[config.mk]
export PLATFORM = sky130hd
export DESIGN_NAME = atie_top
export DESIGN_NICKNAME = d
export VERILOG_FILES = /design/src/atie_pkg.sv /design/src/atie_reg_if.sv /design/src/atie_top.sv /design/src/atie_flags.sv /design/src/atie_axil_slave.sv
export SDC_FILE = /design/constraint.sdc
export NUM_CORES = 1
export LEC_CHECK = 0
export BUFFER_PORTS_ARGS = -buffer_cell sky130_fd_sc_hd__buf_4
export CAP_MARGIN = 20
export CORE_MARGIN = 2
export CORE_UTILIZATION = 47
export CTS_CLUSTER_DIAMETER = 120
export DETAILED_ROUTE_END_ITERATION = 12
export HOLD_SLACK_MARGIN = 0.1
export PLACE_DENSITY_LB_ADDON = 0.08
export SKIP_CTS_REPAIR_TIMING = 1
export SYNTH_ARGS = -nofsm -noshare
export SYNTH_HDL_FRONTEND = slang
export SYNTH_SLANG_ARGS = --single-unit
export TNS_END_PERCENT = 50
[constraint.sdc]
create_clock -name sys_clk_i -period 2.3 [get_ports sys_clk_i]
set_input_delay 0 -clock sys_clk_i [delete_from_list [all_inputs] [get_ports sys_clk_i]]
set_output_delay 0 -clock sys_clk_i [all_outputs]
set_load 0.01 [all_outputs]
[src/atie_pkg.sv]
// package for the transmit interrupt enable block: register map, field
// positions and reset values. assumes a 32-bit axi4-lite register bus.
package atie_pkg;

  // ----------------------------------------
  // register map (byte addresses)
  // ----------------------------------------
  localparam logic [7:0] OFS_ENABLE = 8'h00;
  localparam logic [7:0] OFS_STATUS = 8'h04;

  // ----------------------------------------
  // field positions, shared by enable and status; BIT_ERR_ANY is in status only
  // ----------------------------------------
  localparam int BIT_FRAME = 7;
  localparam int BIT_RSVD = 6;
  localparam int BIT_WORD = 5;
  localparam int BIT_FINAL = 4;
  localparam int BIT_PORT = 3;
  localparam int BIT_CLOCK = 2;
  localparam int BIT_SYNC = 1;
  localparam int BIT_STARVE = 0;
  localparam int BIT_ERR_ANY = 8;
  localparam int FLAG_W = 8;

  // ----------------------------------------
  // masks and reset values
  // ----------------------------------------
  localparam logic [7:0] FIELD_MASK = 8'hBF;
  localparam logic [7:0] ERROR_MASK = 8'h0F;
  localparam logic [7:0] EN_RESET = 8'h00;
  localparam logic [7:0] FLAG_RESET = 8'h00;

  // ----------------------------------------
  // axi responses
  // ----------------------------------------
  localparam logic [1:0] RESP_OKAY = 2'h0;
  localparam logic [1:0] RESP_SLVERR = 2'h2;

endpackage : atie_pkg

[src/atie_reg_if.sv]
// interface between the bus slave and the register file of the block.
// assumes one clock; wr_stb is a one-cycle pulse, read side is combinational.
interface atie_reg_if #(
  parameter int ADDR_W = 8
);
  logic wr_stb;
  logic [ADDR_W-1:0] wr_addr;
  logic [31:0] wr_data;
  logic [3:0] wr_strb;
  logic wr_hit;
  logic [ADDR_W-1:0] rd_addr;
  logic [31:0] rd_data;
  logic rd_hit;

  modport bus (
    output wr_stb, wr_addr, wr_data, wr_strb, rd_addr,
    input wr_hit, rd_data, rd_hit
  );
  modport regs (
    input wr_stb, wr_addr, wr_data, wr_strb, rd_addr,
    output wr_hit, rd_data, rd_hit
  );
endinterface : atie_reg_if

[src/atie_top.sv]
// transmit interrupt enable block: sticky transmit condition flags, their
// enable register, one combined level interrupt and the data-port request.
// assumes condition pulses come from transmit logic on sys_clk_i.
//
// Implementation choices: the AXI4-Lite interface to the registers and the address map.
module atie_top import atie_pkg::*; #(
  parameter int ADDR_W = 8
) (
  // clock and reset
  input wire logic sys_clk_i,
  input wire logic resetn_i,
  // axi4-lite write
  input wire logic [ADDR_W-1:0] s_axil_awaddr_i,
  input wire logic s_axil_awvalid_i,
  output logic s_axil_awready_o,
  input wire logic [31:0] s_axil_wdata_i,
  input wire logic [3:0] s_axil_wstrb_i,
  input wire logic s_axil_wvalid_i,
  output logic s_axil_wready_o,
  output logic [1:0] s_axil_bresp_o,
  output logic s_axil_bvalid_o,
  input wire logic s_axil_bready_i,
  // axi4-lite read
  input wire logic [ADDR_W-1:0] s_axil_araddr_i,
  input wire logic s_axil_arvalid_i,
  output logic s_axil_arready_o,
  output logic [31:0] s_axil_rdata_o,
  output logic [1:0] s_axil_rresp_o,
  output logic s_axil_rvalid_o,
  input wire logic s_axil_rready_i,
  // transmit condition pulses
  input wire logic frame_begin_evt_i,
  input wire logic word_moved_evt_i,
  input wire logic serializer_release_i,
  input wire logic last_slot_i,
  input wire logic port_error_evt_i,
  input wire logic clock_loss_evt_i,
  input wire logic stray_sync_evt_i,
  input wire logic starvation_evt_i,
  // outputs toward the processor
  output logic tx_irq_out_o,
  output logic tx_service_request_o
);

  atie_reg_if #(.ADDR_W(ADDR_W)) regs ();

  logic [FLAG_W-1:0] transmit_interrupt_enable_r;
  logic [FLAG_W-1:0] status;
  logic [FLAG_W-1:0] set_vec;
  logic [FLAG_W-1:0] clr_vec;
  logic word_set;
  logic en_wr;
  logic st_wr;
  logic err_any;

  // ----------------------------------------
  // bus slave and flags
  // ----------------------------------------
  atie_axil_slave #(.ADDR_W(ADDR_W)) u_slave (
    .sys_clk_i(sys_clk_i),
    .resetn_i(resetn_i),
    .s_axil_awaddr_i(s_axil_awaddr_i),
    .s_axil_awvalid_i(s_axil_awvalid_i),
    .s_axil_awready_o(s_axil_awready_o),
    .s_axil_wdata_i(s_axil_wdata_i),
    .s_axil_wstrb_i(s_axil_wstrb_i),
    .s_axil_wvalid_i(s_axil_wvalid_i),
    .s_axil_wready_o(s_axil_wready_o),
    .s_axil_bresp_o(s_axil_bresp_o),
    .s_axil_bvalid_o(s_axil_bvalid_o),
    .s_axil_bready_i(s_axil_bready_i),
    .s_axil_araddr_i(s_axil_araddr_i),
    .s_axil_arvalid_i(s_axil_arvalid_i),
    .s_axil_arready_o(s_axil_arready_o),
    .s_axil_rdata_o(s_axil_rdata_o),
    .s_axil_rresp_o(s_axil_rresp_o),
    .s_axil_rvalid_o(s_axil_rvalid_o),
    .s_axil_rready_i(s_axil_rready_i),
    .regs(regs.bus)
  );

  atie_flags #(.W(FLAG_W)) u_flags (
    .sys_clk_i(sys_clk_i),
    .resetn_i(resetn_i),
    .set_i(set_vec),
    .clr_i(clr_vec),
    .flags_o(status)
  );

  // ----------------------------------------
  // condition set vector
  // ----------------------------------------
  // word move or release
  assign word_set = word_moved_evt_i | serializer_release_i;

  always_comb begin
    set_vec = '0;
    set_vec[BIT_FRAME] = frame_begin_evt_i;
    set_vec[BIT_WORD] = word_set;
    set_vec[BIT_FINAL] = word_set & last_slot_i;
    set_vec[BIT_PORT] = port_error_evt_i;
    set_vec[BIT_CLOCK] = clock_loss_evt_i;
    set_vec[BIT_SYNC] = stray_sync_evt_i;
    set_vec[BIT_STARVE] = starvation_evt_i;
  end

  // ----------------------------------------
  // address decode
  // ----------------------------------------
  always_comb begin
    en_wr = 1'b0;
    st_wr = 1'b0;
    regs.wr_hit = 1'b0;
    if (regs.wr_addr == ADDR_W'(OFS_ENABLE)) begin
      en_wr = regs.wr_stb & regs.wr_strb[0];
      regs.wr_hit = 1'b1;
    end else if (regs.wr_addr == ADDR_W'(OFS_STATUS)) begin
      st_wr = regs.wr_stb & regs.wr_strb[0];
      regs.wr_hit = 1'b1;
    end
  end

  assign clr_vec = st_wr ? (regs.wr_data[FLAG_W-1:0] & FIELD_MASK) : '0;
  assign err_any = |(status & ERROR_MASK);

  always_comb begin
    regs.rd_data = '0;
    regs.rd_hit = 1'b0;
    if (regs.rd_addr == ADDR_W'(OFS_ENABLE)) begin
      regs.rd_data = {24'h00_0000, transmit_interrupt_enable_r};
      regs.rd_hit = 1'b1;
    end else if (regs.rd_addr == ADDR_W'(OFS_STATUS)) begin
      regs.rd_data = {23'h00_0000, err_any, status};
      regs.rd_hit = 1'b1;
    end
  end

  // ----------------------------------------
  // enable register
  // ----------------------------------------
  // cleared by reset, reserved writes dropped
  always_ff @(posedge sys_clk_i or negedge resetn_i) begin
    if (!resetn_i) begin
      transmit_interrupt_enable_r <= EN_RESET;
    end else if (en_wr) begin
      transmit_interrupt_enable_r <= regs.wr_data[FLAG_W-1:0] & FIELD_MASK;
    end
  end

  // ----------------------------------------
  // outputs
  // ----------------------------------------
  // gated combine
  always_ff @(posedge sys_clk_i or negedge resetn_i) begin
    if (!resetn_i) begin
      tx_irq_out_o <= 1'b0;
    end else begin
      tx_irq_out_o <= |(status & transmit_interrupt_enable_r);
    end
  end

  // request ignores the enable; one pulse per set, so back-to-back sets give a level
  always_ff @(posedge sys_clk_i or negedge resetn_i) begin
    if (!resetn_i) begin
      tx_service_request_o <= 1'b0;
    end else begin
      tx_service_request_o <= word_set;
    end
  end

  // ----------------------------------------
  // per-bit gate checks
  // ----------------------------------------
  // bit 6 has no flag, so it gets no checks
  for (genvar b = 0; b < FLAG_W; b++) begin : g_gate
    if (FIELD_MASK[b]) begin : g_live

    end
  end
endmodule : atie_top

[src/atie_flags.sv]
// sticky event flags, cleared by writing one, set beats clear.
// assumes set and clear come from logic on the same clock.
module atie_flags import atie_pkg::*; #(
  parameter int W = FLAG_W
) (
  // clock and reset
  input wire logic sys_clk_i,
  input wire logic resetn_i,
  // set and clear vectors
  input wire logic [W-1:0] set_i,
  input wire logic [W-1:0] clr_i,
  // flag state
  output logic [W-1:0] flags_o
);

  // ----------------------------------------
  // per-bit flag
  // ----------------------------------------
  for (genvar i = 0; i < W; i++) begin : g_flag
    always_ff @(posedge sys_clk_i or negedge resetn_i) begin
      if (!resetn_i) begin
        flags_o[i] <= FLAG_RESET[i];
      end else begin
        flags_o[i] <= set_i[i] | (flags_o[i] & ~clr_i[i]);
      end
    end
  end
endmodule : atie_flags

[src/atie_axil_slave.sv]
// axi4-lite slave front end for the register file.
// assumes a master with one write and one read outstanding at most.
module atie_axil_slave import atie_pkg::*; #(
  parameter int ADDR_W = 8
) (
  // clock and reset
  input wire logic sys_clk_i,
  input wire logic resetn_i,
  // write address and data
  input wire logic [ADDR_W-1:0] s_axil_awaddr_i,
  input wire logic s_axil_awvalid_i,
  output logic s_axil_awready_o,
  input wire logic [31:0] s_axil_wdata_i,
  input wire logic [3:0] s_axil_wstrb_i,
  input wire logic s_axil_wvalid_i,
  output logic s_axil_wready_o,
  // write response
  output logic [1:0] s_axil_bresp_o,
  output logic s_axil_bvalid_o,
  input wire logic s_axil_bready_i,
  // read
  input wire logic [ADDR_W-1:0] s_axil_araddr_i,
  input wire logic s_axil_arvalid_i,
  output logic s_axil_arready_o,
  output logic [31:0] s_axil_rdata_o,
  output logic [1:0] s_axil_rresp_o,
  output logic s_axil_rvalid_o,
  input wire logic s_axil_rready_i,
  // register side
  atie_reg_if.bus regs
);

  logic aw_got_r;
  logic w_got_r;
  logic ar_got_r;
  logic [ADDR_W-1:0] awaddr_r;
  logic [ADDR_W-1:0] araddr_r;
  logic [31:0] wdata_r;
  logic [3:0] wstrb_r;
  logic wr_go;
  logic b_done;

  assign wr_go = aw_got_r & w_got_r & ~s_axil_bvalid_o;
  assign b_done = s_axil_bvalid_o & s_axil_bready_i;

  assign regs.wr_stb = wr_go;
  assign regs.wr_addr = awaddr_r;
  assign regs.wr_data = wdata_r;
  assign regs.wr_strb = wstrb_r;
  assign regs.rd_addr = araddr_r;

  // ----------------------------------------
  // write address channel
  // ----------------------------------------
  always_ff @(posedge sys_clk_i or negedge resetn_i) begin
    if (!resetn_i) begin
      aw_got_r <= 1'b0;
      s_axil_awready_o <= 1'b0;
      awaddr_r <= '0;
    end else if (s_axil_awready_o && s_axil_awvalid_i) begin
      aw_got_r <= 1'b1;
      s_axil_awready_o <= 1'b0;
      awaddr_r <= s_axil_awaddr_i;
    end else if (b_done) begin
      aw_got_r <= 1'b0;
      s_axil_awready_o <= 1'b1;
    end else if (!aw_got_r && !s_axil_awready_o) begin
      s_axil_awready_o <= 1'b1;
    end
  end

  // ----------------------------------------
  // write data channel
  // ----------------------------------------
  always_ff @(posedge sys_clk_i or negedge resetn_i) begin
    if (!resetn_i) begin
      w_got_r <= 1'b0;
      s_axil_wready_o <= 1'b0;
      wdata_r <= '0;
      wstrb_r <= '0;
    end else if (s_axil_wready_o && s_axil_wvalid_i) begin
      w_got_r <= 1'b1;
      s_axil_wready_o <= 1'b0;
      wdata_r <= s_axil_wdata_i;
      wstrb_r <= s_axil_wstrb_i;
    end else if (b_done) begin
      w_got_r <= 1'b0;
      s_axil_wready_o <= 1'b1;
    end else if (!w_got_r && !s_axil_wready_o) begin
      s_axil_wready_o <= 1'b1;
    end
  end

  // ----------------------------------------
  // write response, one cycle after both halves are held
  // ----------------------------------------
  always_ff @(posedge sys_clk_i or negedge resetn_i) begin
    if (!resetn_i) begin
      s_axil_bvalid_o <= 1'b0;
      s_axil_bresp_o <= RESP_OKAY;
    end else if (wr_go) begin
      s_axil_bvalid_o <= 1'b1;
      s_axil_bresp_o <= regs.wr_hit ? RESP_OKAY : RESP_SLVERR;
    end else if (b_done) begin
      s_axil_bvalid_o <= 1'b0;
    end
  end

  // ----------------------------------------
  // read channel, data one cycle after the address
  // ----------------------------------------
  always_ff @(posedge sys_clk_i or negedge resetn_i) begin
    if (!resetn_i) begin
      ar_got_r <= 1'b0;
      araddr_r <= '0;
      s_axil_arready_o <= 1'b0;
      s_axil_rvalid_o <= 1'b0;
      s_axil_rdata_o <= '0;
      s_axil_rresp_o <= RESP_OKAY;
    end else if (s_axil_arready_o && s_axil_arvalid_i) begin
      ar_got_r <= 1'b1;
      araddr_r <= s_axil_araddr_i;
      s_axil_arready_o <= 1'b0;
    end else if (ar_got_r) begin
      ar_got_r <= 1'b0;
      s_axil_rvalid_o <= 1'b1;
      s_axil_rdata_o <= regs.rd_hit ? regs.rd_data : '0;
      s_axil_rresp_o <= regs.rd_hit ? RESP_OKAY : RESP_SLVERR;
    end else if (s_axil_rvalid_o && s_axil_rready_i) begin
      s_axil_rvalid_o <= 1'b0;
      s_axil_arready_o <= 1'b1;
    end else if (!s_axil_rvalid_o && !s_axil_arready_o) begin
      s_axil_arready_o <= 1'b1;
    end
  end

endmodule : atie_axil_slave

==> run metrics, run 1 <==
outcome=finished, final reports clean; num rows=26; H-tree levels=3; share of cells above drive strength 1=35.3%; pin count of the biggest net entering global routing=59; Worst Path Buf+Inv=0; starting density of the core=49.1%; vias per cell=4.65; Final period util=between 80% and 90%; Post-Route Setup TNS=0 ns; CP Data Arrival Time=between 2 and 2.5 ns; met2 GRT Util=23.4%; Design Area, Final=3460 sq um; ys flop type=dfrtp_1; MaxCap Viol Count=0; DRC Markers=0; sequential share of the synthesized area=~57%; Post-synth top cells=dfrtp_1 (58), mux2_2 (32), buf_4 (26); Die ar.=5980 sq um; final net count=between 300 and 400; clk sinks=58; Die Height=77.3 um; Longest Clk Path Bufs=2; via count=1750; placed cell area=2930 sq um; All-Layer GR Usage=15.9%; HP Class=primary input to flip-flop; Total Wirelength=just under 5 mm; CP max-delay cell=or4_4; Ports=between 100 and 150; final slew viol count=0; Area contributors post-synth=dfrtp_1 (57%), mux2_2 (14%), buf_4 (7.7%); met3 global-route usage=roughly 5.5%; Worst-Skew Late Latency=0.32 ns; diodes inserted=0; CTS root buf=clkbuf_8; WS Path Type=flip-flop to flip-flop; Synth Cell Area=2530 sq um; global route hottest layer=met2; Top delay family on crit path=simple AND/OR/NAND/NOR gates; # setup viols final=0; Avg Cell Area, Syn=12.4 sq um; Crit. End Element=flip-flop; GR Layer Usage met1=20.8%; min cycle time layout=between 1.5 and 2 ns; Largest stage delay, worst path=0.58 ns; vias in the first global route=1573; Final Wtd Congestion=0.738; slew at the pin with the worst max-slew slack=between 0.7 and 0.8 ns; maximum vdd drop=0.000657 V; die width=77.3 um; Leakage Power=1.65 nW; Async S/R FF share, synth=100%; CTS tree=done; Antenna Nets Post-Route=0; global-route wire length before repair=7.29 mm; Iteration-0 DRC Markers=54; Cells after Synth=between 200 and 250; Num CTS Buffers=9; Yosys cell types=28; HPWL Detailed=about 3.1 mm; Peak Freq=0.506 GHz; nature of the critical path startpoint=flip-flop; Synth Warn #=0; port buffer count=55; GRT overflow=0; Worst Skew=0.00551 ns; Critical Path RT=approximately 2.5 ns; Core Region=around 5100 sq um; DR WL/cell=12.9 um; Area Growth Syn to Fin=37.1%; endpoints failing hold=0; WHS=0.142 ns; DRT Pass-1 Iters=4; Synth area leader=dfrtp_1; critical path, cell by cell=or4_4, nor4_4, mux2_2; RSZ-0062 raised after global routing=false; Clock transition at path regs=0.06 ns; pwr/cell area=960 nW/um^2; Seq cells post-synth=58; initial antenna violation count=0; EDFF count, synth=0; Slew Limit Headroom=52.5%; top cell type's share of synthesized area=57.5%; top-count cell post-synth=dfrtp_1; maximum fanout along the worst path=7
## cell families after synthesis
group                  Yosys count  share of synthesized area, %
DFF                             58                          57.5
buffers and inverters           40                          9.81
muxes                           39                          17.0
and+or+nand+nor                 39                          7.78
AOI/OAI and AO/OA               27                          7.78
other                            1                         0.148
## path summary, 6_finish.rpt
path                       slack [ns]                             end                    start  depth (start not counted)
max                              0.32  transmit_interrupt_enable_r[5]  u_slave.regs.wr_addr[5]                          3
min                              0.14                 u_slave.w_got_r          s_axil_wvalid_i                          3
max reg2reg                      0.32  transmit_interrupt_enable_r[5]  u_slave.regs.wr_addr[5]                          3
min reg2reg                      0.47              u_flags.flags_o[1]  u_slave.regs.wr_data[1]                          1
max in group asynchronous        1.55       u_slave.s_axil_rdata_o[5]                 resetn_i                          2
min in group asynchronous        0.28         u_slave.regs.wr_addr[3]                 resetn_i                          2
## per-stage QoR
step	utilization, %	setup WS (ns)	total power, W	instances
CTS	60.6	0.297	0.00331	341
floorplan	-	0.491	0.00216	229
global placement	56.9	0.328	0.00241	326
global route	67.4	0.263	0.00355	376
finish	67.4	0.325	0.00333	376
detailed placement	56.9	0.311	0.00244	326
## cell usage in the layout (no fill, tap or decap), types with 2 or more instances in the layout
cell type,netlist,layout
dfrtp_1,58,58
buf_4,26,57
dlygate4sd3_1,0,35
mux2_2,32,32
conb_1,1,26
nand2_1,21,21
clkbuf_8,0,13
inv_1,10,10
o31ai_1,8,8
nor2_1,7,7
mux2i_1,7,7
a31oi_1,6,6
o21a_1,3,3
nand3_1,2,2
o41ai_1,2,2
a22oi_1,2,2
nor3_1,2,2
a21oi_1,2,2
clkinv_2,0,2
## worst register-to-register path, cell delays in order (launching register included)
cell and delay, ns:
dfrtp_1 0.38, or4_4 0.59, nor4_4 0.50, mux2_2 0.40
## sequential cells by signal, summed over array words and instances (netlist names), 7 cells and up
name / flops
u_flags.flags_o: 7
u_slave.regs.wr_addr: 8
u_slave.regs.wr_data: 7
u_slave.regs.rd_addr: 8
transmit_interrupt_enable_r: 7
u_slave.s_axil_rdata_o: 8
## report_power, final
part	leakage (nW)	internal [W]	switching, W
clock	0.101	0.000499	0.000366
sequential	0.684	0.00134	0.000235
combinational	0.861	0.000514	0.000378
total	1.65	0.00235	0.000979
## cell type report
class,count,area (sq um)
Tap cell,70,87.6
Clock inverter,2,10.0
Multi-Input combinational cell,131,921
Inverter,10,37.5
Fill cell,421,1680
Clock buffer,13,179
Sequential cell,58,1450
Timing Repair Buffer,92,778
## layer usage
metal / wire length (um) / vias up / share of wire (%)
met3: 263 / 9 / 5.4
li1: - / 857 / -
met4: 104 / 0 / 2.1
met5: 0 / - / 0
met2: 2270 / 63 / 47
met1: 2210 / 821 / 46
No activity file was read; power rests on OpenSTA's default activity.
==> run 2: changes to the inputs <==
- REMOVE_ABC_BUFFERS: not set -> 1
==> run metrics, run 2 (same netlist as run 1, synthesis figures left out) <==
outcome=finished, final reports clean; Reg2Reg Launch Point=u_slave.regs.wr_addr[5]; Critical Path RT=approximately 2.5 ns; Num CTS Buffers=9; global-route wire length before repair=7.43 mm; DRC Markers=0; GRT overflow=0; final net count=370; initial antenna violation count=0; Peak Freq=0.513 GHz; CP max-delay cell=or4_4; Clock transition at path regs=around 0.060 ns; Longest Clk Path Bufs=2; Area Growth Syn to Fin=37.3%; Worst setup startpoint=u_slave.regs.wr_addr[5]; most frequent cells in the layout=dfrtp_1 (58), buf_4 (57), dlygate4sd3_1 (36); Ports=110; Final Power=0.00329 W; P_sw=0.000966 W; combinational fraction of design power=between 20% and 30%; Post-Route Setup TNS=0 ns; MaxCap Viol Count=0; port buffer count=55; Critical Path End=transmit_interrupt_enable_r[5]; vias per cell=4.54; switching share of total power=~29%; via count=1718; Worst Setup Slack, final=between 0.3 and 0.4 ns; die width=77.3 um; critical path, cell by cell=or4_4, nor4_4, mux2_2; clk sinks=between 50 and 60; maximum fanout along the worst path=7; Worst-Skew Late Latency=about 0.32 ns; FF-to-FF End=transmit_interrupt_enable_r[5]; Crit. End Element=flip-flop; maximum vdd drop=0.000636 V; Largest stage delay, worst path=0.58 ns; R2R Setup Slk=0.35 ns; H-tree levels=3; pwr/cell area=950 nW/um^2; DRT Pass-1 Iters=4; pin count of the biggest net entering global routing=59; Crit path depth=3; min cycle time layout=1.95 ns; starting density of the core=49.1%; CTS tree=done; Design Area, Final=about 3500 sq um; num rows=26; commonest non-fill, non-tap cell in the layout=dfrtp_1; Core Region=5140 sq um; RSZ-0062 raised after global routing=false; Worst Path Buf+Inv=0; Total Wirelength=4.65 mm; R2R depth=3; CTS root buf=clkbuf_8; Final Util=67.5%; placed cell area=a little under 3000 sq um; WS Path Type=flip-flop to flip-flop; Worst Skew=roughly 0.0045 ns; slew at the pin with the worst max-slew slack=0.709 ns; final slew viol count=0; endpoints failing hold=0; Final period util=84.7%; DR WL/cell=12.3 um; CP Data Arrival Time=2.15 ns; Sequential Power Share=47.5%; HP Class=primary input to flip-flop; Final Wtd Congestion=0.669; Int Pwr=0.00233 W; clock power share=around a quarter; Slew Limit Headroom=52.7%; vias in the first global route=1587; # setup viols final=0; Leakage Power=1.65 nW; WHS Path Cells=3; Iteration-0 DRC Markers=103; Antenna Nets Post-Route=0; Die Height=77.3 um; All-Layer GR Usage=15.9%; Die ar.=5980 sq um; share of cells above drive strength 1=34.7%; pre-CTS setup slack=around 0.35 ns; diodes inserted=0; nature of the critical path startpoint=flip-flop; Top delay family on crit path=simple AND/OR/NAND/NOR gates; HPWL Detailed=3.06 mm
## run 2: changes by cell type in the layout (fill, tap and decap cells not counted), sizes merged
cell and delta:
dlygate4sd3 +1, clkbuf +1
## run 2: area by class of cell
cell class / count / area (sq um)
fillers: 412 / 1670
flip-flops and latches: 58 / 1450
multi-input cells: 131 / 921
repair buffers: 93 / 788
clock buffers: 14 / 173
well taps: 70 / 87.6
inverters: 10 / 37.5
clock inverters: 2 / 10.0
## run 2: routing by layer
metal,up-vias,routed length (um),GRT usage (%),part of all wire [%]
met2,75,2080,22.1,45
met5,-,0,0,0
met3,8,305,4.47,6.6
met1,769,2210,22.5,47
li1,866,-,-,-
met4,0,58,8.57,1.2
## run 2: worst reg2reg max path, cell delays in order (launching register included)
cell and delay [ns]:
dfrtp_1 0.38, or4_4 0.58, nor4_4 0.48, mux2_2 0.40
## run 2: per-stage QoR
step,hold slack (ns),instances
finish,0.149,378
global route,0.195,378
detailed placement,0.100,326
floorplan,-0.296,199
CTS,-0.254,342
global placement,0.113,326
## run 2: power by group through the flow
| stage | clock network [W] | registers [W] | logic, W |
|---|---|---|---|
| after floorplan | 0 | 0.00155 | 0.000566 |
| after global placement | 0 | 0.00157 | 0.000842 |
| after detailed placement | 0 | 0.00158 | 0.000855 |
| after CTS | 0.000868 | 0.00157 | 0.000857 |
| after global routing | 0.000918 | 0.00162 | 0.000990 |
| final | 0.000838 | 0.00156 | 0.000892 |
## run 2: how the worst min path moves through the flow
stage / from / to
2_1_floorplan: resetn_i / transmit_interrupt_enable_r[0]
3_3_place_gp: resetn_i / u_slave.s_axil_awready_o
3_5_place_dp: resetn_i / u_slave.s_axil_awready_o
4_1_cts: resetn_i / u_slave.s_axil_awready_o
5_1_grt: s_axil_awvalid_i / u_slave.aw_got_r
6_report: s_axil_awvalid_i / u_slave.aw_got_r
==> run 3: changes to the inputs <==
- CORE_UTILIZATION: 47 -> 42
- clock period: 2.3 -> 1.6 ns (I/O delays scaled with it)
==> run metrics, run 3 (same netlist as run 1, synthesis figures left out) <==
starting density of the core=43.2%; Leakage Power=1.69 nW; num rows=28; final net count=375; CP max-delay cell=or4_4; Peak Freq=0.582 GHz; CTS root buf=clkbuf_8; endpoints failing hold=0; die width=81.6 um; clk sinks=58; pwr/cell area=~1400 nW/um^2; Total Wirelength=4.98 mm; Slew Limit Headroom=52.7%; met2 GRT Util=between 20% and 30%; # setup viols final=13; via count=1823; DR WL/cell=12.8 um; fillers=490; Final Wtd Congestion=0.654; HP Class=primary input to flip-flop; Core Region=5850 sq um; Post-Route Setup TNS=-1.32 ns; global route hottest layer=met2; outcome=complete, but fails checks; Antenna Nets Post-Route=0; DRT Pass-1 Iters=4; Die Height=81.6 um; GRT overflow=0; port buffer count=between 50 and 60; Longest Clk Path Bufs=2; Worst Skew=0.00923 ns; failing checks=negative setup slack; Worst Setup Slack, final=-0.118 ns; Area Growth Syn to Fin=41.3%; most frequent cells in the layout=buf_4 (59), dfrtp_1 (58), dlygate4sd3_1 (37); Final period util=107%; Top delay family on crit path=simple AND/OR/NAND/NOR gates; Worst Path Buf+Inv=1; Worst-Skew Late Latency=0.33 ns; Clock transition at path regs=~0.06 ns; All-Layer GR Usage=14.8%; Crit. End Element=flip-flop; nature of the critical path startpoint=flip-flop; vias per cell=4.70; DRC Markers=0; share of cells above drive strength 1=36.1%; maximum fanout along the worst path=7; maximum vdd drop=0.000943 V; H-tree levels=3; Critical Path RT=1.82 ns; pin count of the biggest net entering global routing=between 50 and 60; Die ar.=6650 sq um; GR Layer Usage met1=18.3%; global-route wire length before repair=7.17 mm; min cycle time layout=1.72 ns; CTS tree=done; slew at the pin with the worst max-slew slack=0.710 ns; HPWL Detailed=around 3.3 mm; vias in the first global route=1576; MaxCap Viol Count=0; WS Path Type=flip-flop to flip-flop; CP Data Arrival Time=roughly 1.9 ns; diodes inserted=0; WHS=roughly 0.14 ns; final slew viol count=0; RSZ-0062 raised after global routing=true; Ports=110; critical path, cell by cell=or4_4, nor4_4, buf_6, mux2_4; met3 global-route usage=a little under 7%; Num CTS Buffers=9; Iteration-0 DRC Markers=65; initial antenna violation count=0; commonest non-fill, non-tap cell in the layout=buf_4; Largest stage delay, worst path=0.57 ns
[run 3: final timing paths]
check / from / end / slack (ns) / cells after the start
hold / removal: s_axil_awvalid_i / u_slave.aw_got_r / 0.14 / 3
min in group asynchronous: resetn_i / u_slave.regs.rd_addr[1] / 0.28 / 2
hold reg to reg: u_slave.s_axil_rdata_o[2] / u_slave.s_axil_rdata_o[2] / 0.48 / 2
setup reg to reg: u_slave.regs.wr_addr[6] / transmit_interrupt_enable_r[0] / -0.12 / 4
setup / recovery: u_slave.regs.wr_addr[6] / transmit_interrupt_enable_r[0] / -0.12 / 4
max in group asynchronous: resetn_i / u_slave.regs.wr_data[0] / 0.86 / 2
[run 3: area by class of cell]
cell class / count / area (sq um) / share of cell area [%]
clock inverters: 2 / 10.0 / 0.280
inverters: 10 / 37.5 / 1.05
flip-flops and latches: 58 / 1450 / 40.7
multi-input cells: 131 / 968 / 27.1
well taps: 75 / 93.8 / 2.63
clock buffers: 14 / 173 / 4.84
repair buffers: 98 / 836 / 23.4
[run 3: report_power, final]
part           switching, W  leakage (nW)  internal (W)  total [W]
logic              0.000585         0.909      0.000807    0.00139
clock network      0.000537        0.0965      0.000685    0.00122
registers          0.000350         0.684       0.00192    0.00227
total               0.00147          1.69       0.00341    0.00489
[run 3: tightest hold or removal path, cell delays in order]
cell and delay (ns):
buf_4 0.07, nand2_1 0.23, nand2_1 0.13
[run 3: metal layers]
layer  vias up  routed length, um
li1        869                  -
met1       892               2170
met2        56               2450
met3         6                300
met4         0                 55
met5         -                  0
[run 3: stage by stage]
| step | setup WS (ns) | std cells | util [%] | power, W | cell area (sq um) |
|---|---|---|---|---|---|
| after floorplan | -0.209 | 199 | - | 0.00304 | 2410 |
| after global placement | -0.181 | 335 | 50.6 | 0.00352 | 2960 |
| after detailed placement | -0.202 | 335 | 50.6 | 0.00356 | 2960 |
| after CTS | -0.211 | 351 | 53.7 | 0.00479 | 3140 |
| after global routing | -0.172 | 388 | 61.0 | 0.00519 | 3570 |
| final | -0.118 | 388 | 61.0 | 0.00489 | 3570 |
